$ cat config.mk
export PLATFORM = sky130hd
export DESIGN_NAME = cstrim_regs
export DESIGN_NICKNAME = d
export VERILOG_FILES = /design/src/cstrim_pkg.sv /design/src/cstrim_regs.sv
export SDC_FILE = /design/constraint.sdc
export NUM_CORES = 1
export LEC_CHECK = 0
export ABC_CLOCK_PERIOD_IN_PS = 3000
export BUFFER_PORTS_ARGS = -buffer_cell sky130_fd_sc_hd__buf_2
export CORE_ASPECT_RATIO = 0.8
export CORE_MARGIN = 10
export CORE_UTILIZATION = 38
export CTS_CLUSTER_DIAMETER = 80
export DETAILED_ROUTE_END_ITERATION = 8
export PLACE_DENSITY = 0.7
export SLEW_MARGIN = 20
export SYNTH_ARGS = -nofsm -noshare
export SYNTH_HDL_FRONTEND = slang
export SYNTH_SLANG_ARGS = --single-unit
$ cat constraint.sdc
create_clock -name clk_sys_i -period 3 [get_ports clk_sys_i]
set_clock_uncertainty 0.15 [all_clocks]
set_input_delay 0.6 -clock clk_sys_i [delete_from_list [all_inputs] [get_ports clk_sys_i]]
set_output_delay 0.6 -clock clk_sys_i [all_outputs]
set_load 0.03 [all_outputs]
$ cat src/cstrim_pkg.sv
/*
 Constants for the current-sense trim register bank: offsets, field
 positions, masks and reset values.
 Assumes a classic Wishbone slave with 32-bit data, one register per word.
*/
package cstrim_pkg;
   localparam logic [3:0] CSTRIM_AC_OFS      = 4'h0;
   localparam logic [3:0] CSTRIM_DC_OFS      = 4'h4;
   localparam logic [3:0] CSTRIM_ZC_OFS      = 4'h8;
   // Writable and readable bits per register
   localparam logic [7:0] CSTRIM_AC_MASK     = 8'h7F;
   localparam logic [7:0] CSTRIM_DC_MASK     = 8'h8F;
   localparam logic [7:0] CSTRIM_ZC_MASK     = 8'hFF;
   localparam int         CSTRIM_DC_EN_BIT   = 7;
   // Values after reset (unknown bits given zero, offset at midscale)
   localparam logic [7:0] CSTRIM_AC_RST      = 8'h00;
   localparam logic [7:0] CSTRIM_DC_RST      = 8'h00;
   localparam logic [7:0] CSTRIM_ZC_RST      = 8'h80;
endpackage

$ cat src/cstrim_regs.sv
/*
 Current-sense trim register bank: three 8-bit registers on Wishbone,
 driving static code buses to the analog sense chain.
 Assumes a classic Wishbone master on the same clock; ack after one cycle.
*/
`timescale 1ns/100ps
module cstrim_regs
   import cstrim_pkg::*;
#(
   // Bus widths; every register sits in byte lane 0 of its own word
   parameter int DATA_W = 32,
   parameter int ADR_W  = 4
)
(
   // Clock and reset
   input  wire logic                  clk_sys_i,
   input  wire logic                  rst_b_i,
   // Wishbone slave
   input  wire logic                  wb_cyc_i,
   input  wire logic                  wb_stb_i,
   input  wire logic                  wb_we_i,
   input  wire logic [ADR_W-1:0]      wb_adr_i,
   input  wire logic [DATA_W/8-1:0]   wb_sel_i,
   input  wire logic [DATA_W-1:0]     wb_dat_i,
   output logic      [DATA_W-1:0]     wb_dat_o,
   output logic                       wb_ack_o,
   output logic                       wb_err_o,
   // Analog code outputs
   output logic      [3:0]  ac_gain_code_o,
   output logic      [2:0]  dc_gain_code_o,
   output logic             dc_gain_loop_enable_o,
   output logic      [7:0]  zero_current_offset_code_o
);
   // Zero padding above the byte lane on the read path
   localparam int PAD_W = DATA_W - 8;

   // Register contents, each with its next value
   logic [7:0]        ac_reg;
   logic [7:0]        ac_next;
   logic [7:0]        dc_reg;
   logic [7:0]        dc_next;
   logic [7:0]        zc_reg;
   logic [7:0]        zc_next;
   // Bus answer state
   logic              ack_reg;
   logic              ack_next;
   logic              err_reg;
   logic              err_next;
   logic [DATA_W-1:0] rd_reg;
   logic [DATA_W-1:0] rd_next;
   // Request decode
   logic              req;
   logic              hit_ac;
   logic              hit_dc;
   logic              hit_zc;
   logic              mapped;
   logic              wr_b0;
   logic              rd_req;

   // Elaboration check: a wider byte lane and four offset bits must fit
   if (DATA_W < 16 || (DATA_W % 8) != 0 || ADR_W < 4) begin : g_bad_width
      $error("cstrim_regs needs DATA_W a multiple of 8 of at least 16 and ADR_W of at least 4");
   end

   // Request decode; a new request only when no answer is pending,
   // so the edge that shows ack never takes the held request twice
   assign req    = wb_cyc_i & wb_stb_i & ~ack_reg & ~err_reg;
   assign hit_ac = (wb_adr_i == ADR_W'(CSTRIM_AC_OFS));
   assign hit_dc = (wb_adr_i == ADR_W'(CSTRIM_DC_OFS));
   assign hit_zc = (wb_adr_i == ADR_W'(CSTRIM_ZC_OFS));
   assign mapped = hit_ac | hit_dc | hit_zc;
   assign wr_b0  = req & wb_we_i & wb_sel_i[0]; // Only lane 0 carries a register
   assign rd_req = req & ~wb_we_i;

   // Next register contents; unimplemented bits never get storage
   always_comb begin
      ac_next = ac_reg;
      dc_next = dc_reg;
      zc_next = zc_reg;
      if (wr_b0 && hit_ac) begin
         ac_next = wb_dat_i[7:0] & CSTRIM_AC_MASK;
      end
      if (wr_b0 && hit_dc) begin
         dc_next = wb_dat_i[7:0] & CSTRIM_DC_MASK;
      end
      if (wr_b0 && hit_zc) begin
         zc_next = wb_dat_i[7:0] & CSTRIM_ZC_MASK;
      end
   end

   // Register contents; reset leaves the loop enable clear, offset midscale
   always_ff @(posedge clk_sys_i or negedge rst_b_i) begin
      if (!rst_b_i) begin
         ac_reg <= CSTRIM_AC_RST;
         dc_reg <= CSTRIM_DC_RST;
         zc_reg <= CSTRIM_ZC_RST;
      end else begin
         ac_reg <= ac_next;
         dc_reg <= dc_next;
         zc_reg <= zc_next;
      end
   end

   // Next bus answer: ack for mapped words, err for holes, read data
   // only with the answer so the data bus idles at zero
   always_comb begin
      ack_next = 1'b0;
      err_next = 1'b0;
      rd_next  = '0;
      if (req) begin
         ack_next = mapped;
         err_next = ~mapped; // Holes are refused, nothing written
      end
      if (rd_req) begin
         if (hit_ac) begin
            rd_next = {{PAD_W{1'b0}}, ac_reg & CSTRIM_AC_MASK};
         end else if (hit_dc) begin
            rd_next = {{PAD_W{1'b0}}, dc_reg & CSTRIM_DC_MASK};
         end else if (hit_zc) begin
            rd_next = {{PAD_W{1'b0}}, zc_reg & CSTRIM_ZC_MASK};
         end else begin
            rd_next = '0;
         end
      end
   end

   // Bus answer registers; each answer stands one cycle
   always_ff @(posedge clk_sys_i or negedge rst_b_i) begin
      if (!rst_b_i) begin
         ack_reg <= 1'b0;
         err_reg <= 1'b0;
         rd_reg  <= '0;
      end else begin
         ack_reg <= ack_next;
         err_reg <= err_next;
         rd_reg  <= rd_next;
      end
   end

   // Outputs straight from flip-flops
   assign wb_ack_o                   = ack_reg;
   assign wb_err_o                   = err_reg;
   assign wb_dat_o                   = rd_reg;
   assign ac_gain_code_o             = ac_reg[3:0];
   assign dc_gain_code_o             = dc_reg[2:0];
   assign dc_gain_loop_enable_o      = dc_reg[CSTRIM_DC_EN_BIT];
   assign zero_current_offset_code_o = zc_reg;

   // Checks
   a_ac_top_zero: assert property (@(posedge clk_sys_i) disable iff (!rst_b_i)
      (wb_ack_o && $past(hit_ac && !wb_we_i)) |-> wb_dat_o[DATA_W-1:7] == '0)
      else $error("AC gain bit 7 read as one");
   a_dc_gap_zero: assert property (@(posedge clk_sys_i) disable iff (!rst_b_i)
      wb_ack_o |-> wb_dat_o[DATA_W-1:8] == '0 && !(($past(hit_dc)) && (|wb_dat_o[6:4])))
      else $error("DC gain bits 6..4 read as one");
   a_ac_write: assert property (@(posedge clk_sys_i) disable iff (!rst_b_i)
      (wr_b0 && hit_ac) |=> ac_gain_code_o == $past(wb_dat_i[3:0]))
      else $error("AC gain code not written");
   a_dc_code_write: assert property (@(posedge clk_sys_i) disable iff (!rst_b_i)
      (wr_b0 && hit_dc) |=> dc_gain_code_o == $past(wb_dat_i[2:0]))
      else $error("DC gain code not written");
   a_dc_en_write: assert property (@(posedge clk_sys_i) disable iff (!rst_b_i)
      (wr_b0 && hit_dc) |=> dc_gain_loop_enable_o == $past(wb_dat_i[7]))
      else $error("DC loop enable not written");
   a_en_hold: assert property (@(posedge clk_sys_i) disable iff (!rst_b_i)
      !(wr_b0 && hit_dc) |=> $stable(dc_gain_loop_enable_o) && $stable(dc_gain_code_o))
      else $error("DC gain field changed without a write");
   a_zc_write: assert property (@(posedge clk_sys_i) disable iff (!rst_b_i)
      (wr_b0 && hit_zc) |=> zero_current_offset_code_o == $past(wb_dat_i[7:0]))
      else $error("Offset code not written");
   a_ack_one: assert property (@(posedge clk_sys_i) disable iff (!rst_b_i)
      wb_ack_o |=> !wb_ack_o)
      else $error("Ack held longer than one cycle");
   // Reserved storage bits keep what software wrote
   a_ac_rsvd_kept: assert property (@(posedge clk_sys_i) disable iff (!rst_b_i)
      (wr_b0 && hit_ac) |=> ac_reg[6:4] == $past(wb_dat_i[6:4]) && !ac_reg[7])
      else $error("AC reserved bits not stored");
   a_dc_bit3_kept: assert property (@(posedge clk_sys_i) disable iff (!rst_b_i)
      (wr_b0 && hit_dc) |=> dc_reg[3] == $past(wb_dat_i[3]) && dc_reg[6:4] == 3'h0)
      else $error("DC reserved bit not stored");
   // Refused and lane-less writes leave every register alone
   a_err_nowrite: assert property (@(posedge clk_sys_i) disable iff (!rst_b_i)
      wb_err_o |-> $stable(ac_reg) && $stable(dc_reg) && $stable(zc_reg))
      else $error("Register changed on a refused access");
   a_sel_gate: assert property (@(posedge clk_sys_i) disable iff (!rst_b_i)
      (req && wb_we_i && !wb_sel_i[0]) |=> $stable(ac_reg) && $stable(dc_reg) && $stable(zc_reg))
      else $error("Register changed without lane 0 select");
   // Read data idles at zero between answers
   a_rd_idle_zero: assert property (@(posedge clk_sys_i) disable iff (!rst_b_i)
      !wb_ack_o |-> wb_dat_o == '0)
      else $error("Read data shown without ack");
   c_dc_disable: cover property (@(posedge clk_sys_i) $fell(dc_gain_loop_enable_o));
   c_ac_write: cover property (@(posedge clk_sys_i) wr_b0 && hit_ac);
   c_dc_enable: cover property (@(posedge clk_sys_i) $rose(dc_gain_loop_enable_o));
   c_zc_read: cover property (@(posedge clk_sys_i) req && hit_zc && !wb_we_i);
   c_unmapped: cover property (@(posedge clk_sys_i) wb_err_o);
endmodule // cstrim_regs

==> flow_metrics.tcl <==
set metrics [dict create \
    crit_slowest_cell "or4_1" \
    min_path_type "primary input to asynchronous set/reset pin" \
    stdcell_count 223 \
    gp_congestion 0.780 \
    grt_pass1_wl_mm 5.73 \
    fill_cells 378 \
    grt_setup_unrepaired "false" \
    detail-route-antenna-nets 0 \
    power.density_nw_per_um2 522 \
    synthArstFlopShare_pct 100 \
    fp.dieH_um 76.8 \
    synth.distinct_cells 26 \
    path_buf_inv 1 \
    final_nets 212 \
    setup_ws_ns 0.756 \
    worstPathRequired_ns 3.02 \
    synthCells 128 \
    vias 1001 \
    clock-root-buffer "clkbuf_8" \
    synth_warnings 0 \
    report.final.slew_viol_count 0 \
    cp-start-kind "primary input" \
    seqCellArea_sq_um 752 \
    drive_above_1_share_pct 44.0 \
    p_leak_nw 0.964 \
    clockBufferDepth 2 \
    cp_max_fo 12 \
    cts.sinks 30 \
    cap_violations 0 \
    via_per_inst 4.49 \
    cts_inserted_buffers 5 \
    multi_input_area_sq_um 616 \
    ys_seq_area_share_pct 49.1 \
    place_area_sq_um 1660 \
    setup_viol 0 \
    max_freq_mhz 446 \
    clkTransAtPathRegs_ns 0.06 \
    avgRoutedWirePerCell_um 15.4 \
    cts_tree "yes" \
    design_area_sq_um 1740 \
    io_buffer_count 43 \
    dp.cells 215 \
    initial_utilization_pct 39.7 \
    grt_pass1_vias 1086 \
    yosys-top-cells-count "31 x buf_4, 29 x dfrtp_1, 20 x mux2_2, 5 x a21oi_1" \
    postSynthAreaPerCell_sq_um 12.0 \
    die_area_sq_um 6990 \
    post_cts_resized 0 \
    reg2reg_depth 3 \
    synth_edf_count 0 \
    routed_wl_mm 3.44 \
    antenna_found_initial 0 \
    cp_data_arrival_time_ns 2.26 \
    syn_to_final_growth_pct 13.6 \
    worstMarginPinSlew_ns 0.649 \
    ios 95 \
    cts_setup_buffers 0 \
    synth_top_area_share_pct 47.4 \
    crit_cells 4 \
    critPathTopFamily "simple AND/OR/NAND/NOR gates" \
    finalSetupTns_ns 0 \
    yosys_most_used_dff "dfrtp_1" \
    power_uw 908 \
    period_needed_ns 2.24 \
    dr.pass1.iters 4 \
    fin_hold_ws_ns 0.194 \
    yosysTopAreaCell "dfrtp_1" \
    slew_headroom_pct 56.8 \
    netlist_area_sq_um 1530 \
    crit_path_cell_trace "buf_2 > or4_1 > nor3_4 > mux2_2" \
    status "finished, final reports clean" \
    hold_viol_final 0 \
    critPathCaptureType "flop" \
    grt_max_degree 31 \
    yosys_register_bits 30 \
    synthTopCellsByArea "dfrtp_1 47%, buf_4 15%, mux2_2 15%" \
    cts_hold_buffers 0 \
    clock_latency_ns 0.28 \
    route.detailed.drc 0 \
    rows 20 \
    final_core_util_pct 45.1 \
    fin_crit_sh_pct 74.8 \
    diodes 0 \
    overflow 0 \
    synth.most_common_cell "buf_4" \
    slowest_delay_ns 0.69 \
    critPathKind "primary input to flop" \
    dp_hpwl_mm 2.66 \
    core_sq_um 3850 \
    track_usage_pct 10.2 \
    htree_levels 2 \
    ir_worst_vdd_mv 0.202 \
    first_iter_violations 58 \
    fp.dieW_um 91.0 \
    place_ws_ns 0.441 \
]
cell type report:
cell class | count | area share [%]
Timing Repair Buffer | 44 | 12.8
Sequential cell | 30 | 43.2
Clock buffer | 8 | 4.60
Tap cell | 55 | 3.96
Multi-Input combinational cell | 86 | 35.4
logic make-up (layout without fill, tap and decap cells):
| kind of cell | count (synthesis) | in the layout | synth area share [%] |
|---|---|---|---|
| AND/OR/NAND/NOR | 29 | 29 | 13.6 |
| other | 1 | 24 | 0.245 |
| flip-flops | 30 | 30 | 49.1 |
| AO/OA/AOI/OAI | 13 | 13 | 6.05 |
| buffers and inverters | 35 | 52 | 16.3 |
| multiplexers | 20 | 20 | 14.7 |
per-layer routing:
layer / part of all wire [%] / global-route usage (%) / vias to the layer above
met2: 45 / 14.8 / 42
met4: 1.6 / 4.69 / 0
met1: 43 / 12.0 / 483
met3: 11 / 5.64 / 7
met5: 0 / 0 / -
li1: - / - / 469
path summary, 6_finish.rpt:
| check | startpoint | endpoint | slack (ns) |
|---|---|---|---|
| min in group clk_sys_i | dc_reg[3] | dc_reg[3] | 0.37 |
| max reg2reg | wb_err_o | dc_reg[7] | 0.92 |
| min reg2reg | dc_reg[3] | dc_reg[3] | 0.37 |
| max | wb_adr_i[2] | ac_reg[0] | 0.76 |
| min | rst_b_i | zero_current_offset_code_o[5] | 0.19 |
| max in group asynchronous | rst_b_i | dc_reg[1] | 2.09 |
report_power, final:
group	internal, mW	total (mW)	switching [mW]
clock	0.164	0.304	0.140
combinational	0.0432	0.162	0.118
sequential	0.427	0.442	0.0147
total	0.635	0.908	0.273
layout by cell type, fill, tap and decap left out, drive strengths merged, types with 4 or more instances in the layout:
| cell | netlist | routed |
|---|---|---|
| dfrtp | 29 | 29 |
| o211a | 4 | 4 |
| mux2 | 20 | 20 |
| nor2 | 4 | 4 |
| a21oi | 5 | 5 |
| conb | 1 | 24 |
| nand2b | 4 | 4 |
| buf | 33 | 44 |
| clkbuf | 2 | 8 |
| nor2b | 4 | 4 |
Power figures use the tool's default switching activity.
